$ cat config.mk
export PLATFORM = sky130hd
export DESIGN_NAME = can_acceptance_filter_config
export DESIGN_NICKNAME = d
export VERILOG_FILES = /design/src/common/can_filter_pkg.sv /design/src/filter_half_compare.sv /design/src/can_acceptance_filter_config.sv
export VERILOG_INCLUDE_DIRS = /design/src /design/src/common
export SDC_FILE = /design/constraint.sdc
export NUM_CORES = 1
export LEC_CHECK = 0
export ABC_CLOCK_PERIOD_IN_PS = 3630
export BUFFER_PORTS_ARGS = -buffer_cell sky130_fd_sc_hd__buf_4
export CELL_PAD_IN_SITES_DETAIL_PLACEMENT = 1
export CELL_PAD_IN_SITES_GLOBAL_PLACEMENT = 1
export CORE_ASPECT_RATIO = 0.5
export CORE_MARGIN = 5
export CORE_UTILIZATION = 38
export DETAILED_ROUTE_END_ITERATION = 12
export PLACE_DENSITY = 0.86
export SLEW_MARGIN = 20
export SYNTH_ARGS = -nofsm -noshare
export SYNTH_HDL_FRONTEND = slang
export SYNTH_HIERARCHICAL = 1
export SYNTH_SLANG_ARGS = --single-unit
export TNS_END_PERCENT = 1
$ cat constraint.sdc
create_clock -name mclk -period 3.63 [get_ports mclk]
set_clock_uncertainty 0.15 [all_clocks]
set_input_delay 0.726 -clock mclk [delete_from_list [all_inputs] [get_ports mclk]]
set_output_delay 0.726 -clock mclk [all_outputs]
set_load 0.05 [all_outputs]
$ cat src/common/can_filter_regs.svh
// register offsets, field positions and reset values of the filter bank
`ifndef CAN_FILTER_REGS_SVH
`define CAN_FILTER_REGS_SVH

// byte offsets on the register port
`define HALFMODE_LOWER_OFS   8'hf0
`define HALFMODE_UPPER_OFS   8'hf1
`define CFG_PAIR01_OFS       8'hf2
`define CFG_PAIR23_OFS       8'hf3
`define CFG_PAIR45_OFS       8'hf4
`define CFG_PAIR67_OFS       8'hf5
`define STAMP_HIGH_OFS       8'hff

// configuration register: two filters per byte, odd one in the upper nibble
`define CFG_ODD_FIFO_BIT     7
`define CFG_ODD_SCALE_MSB    6
`define CFG_ODD_SCALE_LSB    5
`define CFG_ODD_ON_BIT       4
`define CFG_EVEN_FIFO_BIT    3
`define CFG_EVEN_SCALE_MSB   2
`define CFG_EVEN_SCALE_LSB   1
`define CFG_EVEN_ON_BIT      0

// mode register: filters per register, high bit odd, low bit even
`define MODE_FILTERS_PER_REG 4

// reset values
`define CFG_RESET            8'h00
`define MODE_RESET           8'h00
`define UNMAPPED_READ        8'h00

// timer byte that is stamped
`define STAMP_TIMER_MSB      15
`define STAMP_TIMER_LSB      8

`endif

$ cat src/common/can_filter_pkg.sv
// types shared by the acceptance filter configuration bank
package can_filter_pkg;

   typedef struct packed {
      logic [7:0] addr;
      logic [7:0] wdata;
      logic       wr;
      logic       rd;
   } reg_req_t;

   typedef struct packed {
      logic       fifoSelect;
      logic [1:0] scaleField;
      logic       filterOn;
      logic       highHalfListMode;
      logic       lowHalfListMode;
   } filter_settings_t;

   typedef struct packed {
      logic [31:0] idWord;
      logic [31:0] patternId;
      logic [31:0] patternMask;
      logic [2:0]  filterIndex;
      logic        valid;
   } match_req_t;

   typedef struct packed {
      logic       valid;
      logic       fifoSelect;
      logic [2:0] filterIndex;
   } accept_t;

   typedef enum logic [2:0] {
      REG_NONE    = 3'b000,
      REG_MODE_LO = 3'b001,
      REG_MODE_HI = 3'b010,
      REG_CFG     = 3'b011,
      REG_STAMP   = 3'b100
   } reg_sel_t;

endpackage

$ cat src/filter_half_compare.sv
// one sixteen-bit half of a filter: mask or identifier list comparison
`timescale 1ns/1ns

module filter_half_compare (
   input  wire logic [15:0] idBits,
   input  wire logic [15:0] patternId,
   input  wire logic [15:0] patternMask,
   input  wire logic        listMode,
   output logic             match
);

   logic maskHit;
   logic listHit;

   // a set mask bit demands equality, a clear one leaves the bit out
   assign maskHit = ((idBits ^ patternId) & patternMask) == 16'h0000;
   // in list mode both registers are identifiers: 0 dominant, 1 recessive
   assign listHit = (idBits == patternId) || (idBits == patternMask);
   assign match   = listMode ? listHit : maskHit;

endmodule // filter_half_compare

$ cat src/can_acceptance_filter_config.sv
// acceptance filter configuration bank, time stamp byte and accept routing
`timescale 1ns/1ns
`include "can_filter_regs.svh"

// Operation
// - on start of frame stamp timer high byte
// - stamp undefined after reset, others zero
// - fifo select bit routes accepted message
// - two-bit scale field per filter
// - activation bit written by software only
// - two filters per configuration register
// - high-half bit: 0 mask, 1 list
// - low-half bit: 0 mask, 1 list
// - four filters per mode register, interleaved
// - hardware never alters configuration or mode bits
// - identifier bit: 0 dominant, 1 recessive
// - mask bit: 1 compare, 0 ignore
module can_acceptance_filter_config #(
   parameter int NUM_FILTERS = 8
) (
   input  wire logic                          mclk,
   input  wire logic                          resetn,
   input  wire can_filter_pkg::reg_req_t      regReq,
   output logic [7:0]                         regRdata,
   input  wire logic [15:0]                   timerValue,
   input  wire logic                          sofDetect,
   input  wire can_filter_pkg::match_req_t    matchReq,
   output can_filter_pkg::accept_t            accept,
   output can_filter_pkg::filter_settings_t [NUM_FILTERS-1:0] filterSettings,
   output logic [15:0]                        mailboxStampPair
);

   localparam int CFG_REGS  = 4;
   localparam int MODE_REGS = 2;

   // the register layout packs exactly eight filters; refuse anything else
   if (NUM_FILTERS != 8) begin : gen_bad_count
      $error("filter bank is laid out for exactly eight filters");
   end

   typedef struct packed {
      logic [CFG_REGS-1:0][7:0]  cfg;
      logic [MODE_REGS-1:0][7:0] mode;
      logic [7:0]                rdata;
      can_filter_pkg::accept_t   accept;
   } state_t;

   state_t state_q;
   state_t state_d;

   // kept apart from the reset struct: the stamp has no reset value
   logic [7:0] stampHigh_q;
   logic [7:0] stampHigh_d;
   logic [7:0] stampLow_q;
   logic [7:0] stampLow_d;

   // decode of the register port address, shared by reads and writes
   function automatic can_filter_pkg::reg_sel_t decode(
      input logic [7:0] addr
   );
      can_filter_pkg::reg_sel_t sel;
      sel = can_filter_pkg::REG_NONE;
      unique case (addr)
         `HALFMODE_LOWER_OFS: sel = can_filter_pkg::REG_MODE_LO;
         `HALFMODE_UPPER_OFS: sel = can_filter_pkg::REG_MODE_HI;
         `CFG_PAIR01_OFS,
         `CFG_PAIR23_OFS,
         `CFG_PAIR45_OFS,
         `CFG_PAIR67_OFS:     sel = can_filter_pkg::REG_CFG;
         `STAMP_HIGH_OFS:     sel = can_filter_pkg::REG_STAMP;
         default:             sel = can_filter_pkg::REG_NONE;
      endcase
      return sel;
   endfunction

   // index of a configuration register inside the bank
   function automatic logic [1:0] cfgIndex(input logic [7:0] addr);
      logic [7:0] diff;
      diff = addr - `CFG_PAIR01_OFS;
      return diff[1:0];
   endfunction

   // unpack one filter's settings from the bank
   function automatic can_filter_pkg::filter_settings_t unpack(
      input logic [CFG_REGS-1:0][7:0]  cfg,
      input logic [MODE_REGS-1:0][7:0] mode,
      input logic [2:0]                n
   );
      can_filter_pkg::filter_settings_t s;
      logic [7:0] c;
      logic [7:0] m;
      logic [2:0] hiPos;
      logic [2:0] loPos;
      c = cfg[n[2:1]];
      m = mode[n[2]];
      loPos = {n[1:0], 1'b0};
      hiPos = {n[1:0], 1'b1};
      if (n[0]) begin
         s.fifoSelect = c[`CFG_ODD_FIFO_BIT];
         s.scaleField = c[`CFG_ODD_SCALE_MSB:`CFG_ODD_SCALE_LSB];
         s.filterOn   = c[`CFG_ODD_ON_BIT];
      end else begin
         s.fifoSelect = c[`CFG_EVEN_FIFO_BIT];
         s.scaleField = c[`CFG_EVEN_SCALE_MSB:`CFG_EVEN_SCALE_LSB];
         s.filterOn   = c[`CFG_EVEN_ON_BIT];
      end
      s.highHalfListMode = m[hiPos];
      s.lowHalfListMode  = m[loPos];
      return s;
   endfunction

   // matching of the candidate against the selected filter's pattern
   can_filter_pkg::filter_settings_t selSettings;
   logic                             hiMatch;
   logic                             loMatch;

   assign selSettings = unpack(state_q.cfg, state_q.mode,
                               matchReq.filterIndex);

   filter_half_compare highHalf (
      .idBits      (matchReq.idWord[31:16]),
      .patternId   (matchReq.patternId[31:16]),
      .patternMask (matchReq.patternMask[31:16]),
      .listMode    (selSettings.highHalfListMode),
      .match       (hiMatch)
   );

   filter_half_compare lowHalf (
      .idBits      (matchReq.idWord[15:0]),
      .patternId   (matchReq.patternId[15:0]),
      .patternMask (matchReq.patternMask[15:0]),
      .listMode    (selSettings.lowHalfListMode),
      .match       (loMatch)
   );

   can_filter_pkg::reg_sel_t wrSel;
   can_filter_pkg::reg_sel_t rdSel;

   assign wrSel = decode(regReq.addr);
   assign rdSel = wrSel;

   always_comb begin
      state_d = state_q;

      // only the register port writes the bank; no hardware path sets it
      if (regReq.wr) begin
         unique case (wrSel)
            can_filter_pkg::REG_MODE_LO: state_d.mode[0] = regReq.wdata;
            can_filter_pkg::REG_MODE_HI: state_d.mode[1] = regReq.wdata;
            can_filter_pkg::REG_CFG:
               state_d.cfg[cfgIndex(regReq.addr)] = regReq.wdata;
            can_filter_pkg::REG_STAMP,
            can_filter_pkg::REG_NONE: ;
         endcase
      end

      // read data stands only in the cycle after the strobe
      state_d.rdata = `UNMAPPED_READ;
      if (regReq.rd) begin
         unique case (rdSel)
            can_filter_pkg::REG_MODE_LO: state_d.rdata = state_q.mode[0];
            can_filter_pkg::REG_MODE_HI: state_d.rdata = state_q.mode[1];
            can_filter_pkg::REG_CFG:
               state_d.rdata = state_q.cfg[cfgIndex(regReq.addr)];
            can_filter_pkg::REG_STAMP:   state_d.rdata = stampHigh_q;
            can_filter_pkg::REG_NONE:    state_d.rdata = `UNMAPPED_READ;
         endcase
      end

      // scale is exported for the datapath; halves here are 16 bits apiece
      state_d.accept.valid = matchReq.valid && selSettings.filterOn
                             && hiMatch && loMatch;
      state_d.accept.fifoSelect  = selSettings.fifoSelect;
      state_d.accept.filterIndex = matchReq.filterIndex;
   end

   always_ff @(posedge mclk or negedge resetn) begin
      if (!resetn) begin
         state_q.cfg    <= {CFG_REGS{`CFG_RESET}};
         state_q.mode   <= {MODE_REGS{`MODE_RESET}};
         state_q.rdata  <= `UNMAPPED_READ;
         state_q.accept <= '0;
      end else begin
         state_q <= state_d;
      end
   end

   // start of frame takes priority over a software write in the same cycle
   always_comb begin
      stampHigh_d = stampHigh_q;
      stampLow_d  = stampLow_q;
      if (sofDetect) begin
         stampHigh_d = timerValue[`STAMP_TIMER_MSB:`STAMP_TIMER_LSB];
         stampLow_d  = timerValue[`STAMP_TIMER_LSB-1:0];
      end else if (regReq.wr && wrSel == can_filter_pkg::REG_STAMP) begin
         stampHigh_d = regReq.wdata;
      end
   end

   // no reset: the stamp is undefined until the first frame; a write sets only the high byte
   always_ff @(posedge mclk) begin
      stampHigh_q <= stampHigh_d;
      stampLow_q  <= stampLow_d;
   end

   // settings leave straight from the configuration flops
   always_comb begin
      for (int n = 0; n < NUM_FILTERS; n++) begin
         filterSettings[n] = unpack(state_q.cfg, state_q.mode,
                                    3'(n));
      end
   end

   assign regRdata         = state_q.rdata;
   assign accept           = state_q.accept;
   assign mailboxStampPair = {stampHigh_q, stampLow_q};

endmodule // can_acceptance_filter_config

==> impl_metrics.yaml <==
layout:
  final_cell_area_um2: 6450
  nNetsFinal: 685
  final_util_pct: 57.7
  fillerInstances: 1175
  num_antenna_cells: 0
  area_delta_synth_final_pct: 46.2
  drive_above_1_share_pct: 56.4
  final_cells: 712
synthesis:
  ys_seq_elements: 77
  syn_nets: 474
  netlist_area_um2: 4410
  synth_flop_cell: "dfrtp_1"
  netlist_instances: 337
  yosys_warnings: 6
  ys_types: 33
  synth-edff-count: 16
  avgSynthCellArea_um2: 13.1
  synth_async_sr_flop_share_pct: 79.2
  ys_seq_area_share_pct: 45.5
routing:
  drc: 0
  dr.pass1.iters: 4
  post_drt_wl_per_cell_um: 23.9
  vias_per_cell: 5.42
  routed_wl_mm: 17.0
  vias: 3858
  postRouteAntennaNets: 0
  drt-initial-drc-count: 332
global_routing:
  grt_pass1_wl_mm: 25.4
  overflow: 0
  antenna_found_initial: 0
  grt_pass1_vias: 4238
  grtUsageTotal_pct: 23.7
  grt_max_degree: 62
floorplanning:
  die_w_um: 162
  die_area_um2: 14000
  die_y_um: 86.2
  initial_utilization_pct: 39.4
  coreArea_um2: 11200
  rows: 27
  io_pins: 214
worst_setup_path:
  crit_top_cell: "and3_1"
  crit_path_max_incr_delay_ps: 540
  cp_data_arrival_time_ps: 2390
  path_max_fanout: 8
  critical_path_buf_inv_count: 1
  crit_slowest_cell: "and4b_1"
  crit_type: "input pin to flip-flop"
  end_kind: "flip-flop"
  crit_chain: "buf_4 > and3_1 > and3_1 > and4b_1 > mux2_2"
  cp.required_ps: 3690
  worstSetupStartpointType: "input pin"
  crit_family: "simple AND/OR/NAND/NOR gates"
placement:
  place_ws_ps: 1020
  place_area_um2: 6130
  place_inst: 696
  place_congestion: 0.834
  io_buffers: 213
  hpwl_mm: 12.6
cts:
  cts_tree: "yes"
  clkTransAtPathRegs_ps: 60
  post_cts_buffers: 0
  max-clock-path-buffers: 2
  htreeDepth: 3
  cts_root_buffer: "clkbuf_16"
  clock-sinks: 77
  clkLatencyLatePin_ps: 340
  cts_resized: 0
  cts_hold_buf: 0
  numCtsBuffers: 9
timing:
  finalCritPeriodShare_pct: 64.0
  finalHoldViolations: 0
  clock.fmax_mhz: 430
  slew_headroom_pct: 46.9
  setup_slack_ps: 1310
  holdWs_ps: 320
  period_needed_ps: 2320
  max_slew.worst_pin.slew_ps: 797
  tns_ps: 0
  setup_viol: 0
  rsz0062_at_grt: "false"
  finalMaxSlewViolations: 0
power_and_ir_drop:
  pwr-share-seq_pct: 38.5
  switching_share_pct: 29.6
  switchingPower_mw: 0.746
  peakVddDrop_uv: 273
  p_leak_nw: 3.16
  pwr-share-comb_pct: 24.0
  power_density_nw_per_um2: 391
  total_power_mw: 2.52
  intPower_mw: 1.77
  clock_power_share_pct: 37.5
flow_run:
  cap_violations: 0
outcome:
  status: "complete, no violations"
min_path:
  hp-class: "input pin to asynchronous set/reset pin"
[final timing paths]
kind                                                     start                             end  slack, ps  cells past startpoint
worst max-delay path                                regReq[17]  filterSettings[32]$_DFFE_PN0P_       1310                      5
worst min-delay path                                    resetn           regRdata[0]$_DFF_PN0_        320                      1
worst max register to register  filterSettings[43]$_DFFE_PN0P_             accept[4]$_DFF_PN0_       1660                      6
worst min register to register  filterSettings[21]$_DFFE_PN0P_  filterSettings[21]$_DFFE_PN0P_        390                      1
max in group asynchronous                               resetn  filterSettings[23]$_DFFE_PN0P_       2480                      1
min in group mclk               filterSettings[21]$_DFFE_PN0P_  filterSettings[21]$_DFFE_PN0P_        390                      1
[area by class of cell]
cell class              instances  area (um2)  share of cell area (%)
clock buffers                  11         264                    4.09
clock inverters                 5        56.3                   0.873
multi-input cells             247        2320                    36.0
flip-flops and latches         77        2010                    31.1
well taps                     159         199                    3.08
repair buffers                213        1600                    24.8
[worst register-to-register path: stages, from the launching register on]
cell and delay, ps:
dfrtp_1 440, mux4_2 520, mux2_2 300, a21oi_1 120
a22o_2 160, nand3_1 90, nor2_1 120
[cell usage in the layout (no fill, tap or decap)]
cell type   count
a22oi_1        12
mux2_4          8
a22o_1          8
o21ai_0        10
mux4_2         16
xor2_1         64
a22o_2          2
nand2b_4        2
mux2_2         51
nand2b_1        8
nand4_2         2
nand4_1         4
clkinvlp_4      1
a21o_1          1
and4b_1         2
and4_1          1
nor3_4          1
nor4_1         16
clkinv_2        2
dfrtp_1        61
clkinv_4        1
bufinv_16       1
buf_4         213
mux2i_1         1
and3_1          2
clkbuf_16      10
nand3_2         1
nor2_1          6
nand2_1        12
nand3_1         4
a222oi_1        2
xnor2_1         1
edfxtp_1       16
a21oi_1        10
clkbuf_8        1
[Yosys cell counts (6+ instances only)]
master    number  area [um2]
xor2_1        64         561
dfrtp_1       61        1530
mux2_2        51         574
edfxtp_1      16         480
mux4_2        16         360
nor4_1        16         100
a22oi_1       12        90.1
nand2_1       12        45.0
a21oi_1       10        50.1
o21ai_0       10        50.1
a22o_1         8        70.1
mux2_4         8         120
nand2b_1       8        50.1
nor2_1         6        22.5
[power by group through the flow]
stage	Clock, mW	Combinational (mW)	Sequential (mW)
after floorplan	0	0.165	1.13
after global placement	0	0.589	0.980
after detailed placement	0	0.600	0.983
after CTS	0.955	0.608	0.970
after global routing	1.01	0.637	0.974
final	0.944	0.605	0.970
[sequential cells by signal, summed over array words and instances, names as in the netlist]
name	flops
stampHigh_q	8
regRdata	8
filterSettings	48
accept	5
stampLow_q	8
[per-layer routing]
layer  wire [um]  share of wire [%]  global-route usage [%]
met5           0                  0                       0
met4         318                1.9                    7.06
met3        1200                7.1                    4.37
met2        8930                 53                    42.9
met1        6530                 38                    29.2
[kinds of logic after synthesis]
logic type	count (synthesis)	share of synthesized area [%]
multiplexers	76	24.1
AO/OA/AOI/OAI	45	6.98
XOR/XNOR	65	12.9
flip-flops	77	45.5
AND/OR/NAND/NOR	61	8.68
buffers and inverters	13	1.79
Power figures use the tool's default switching activity.
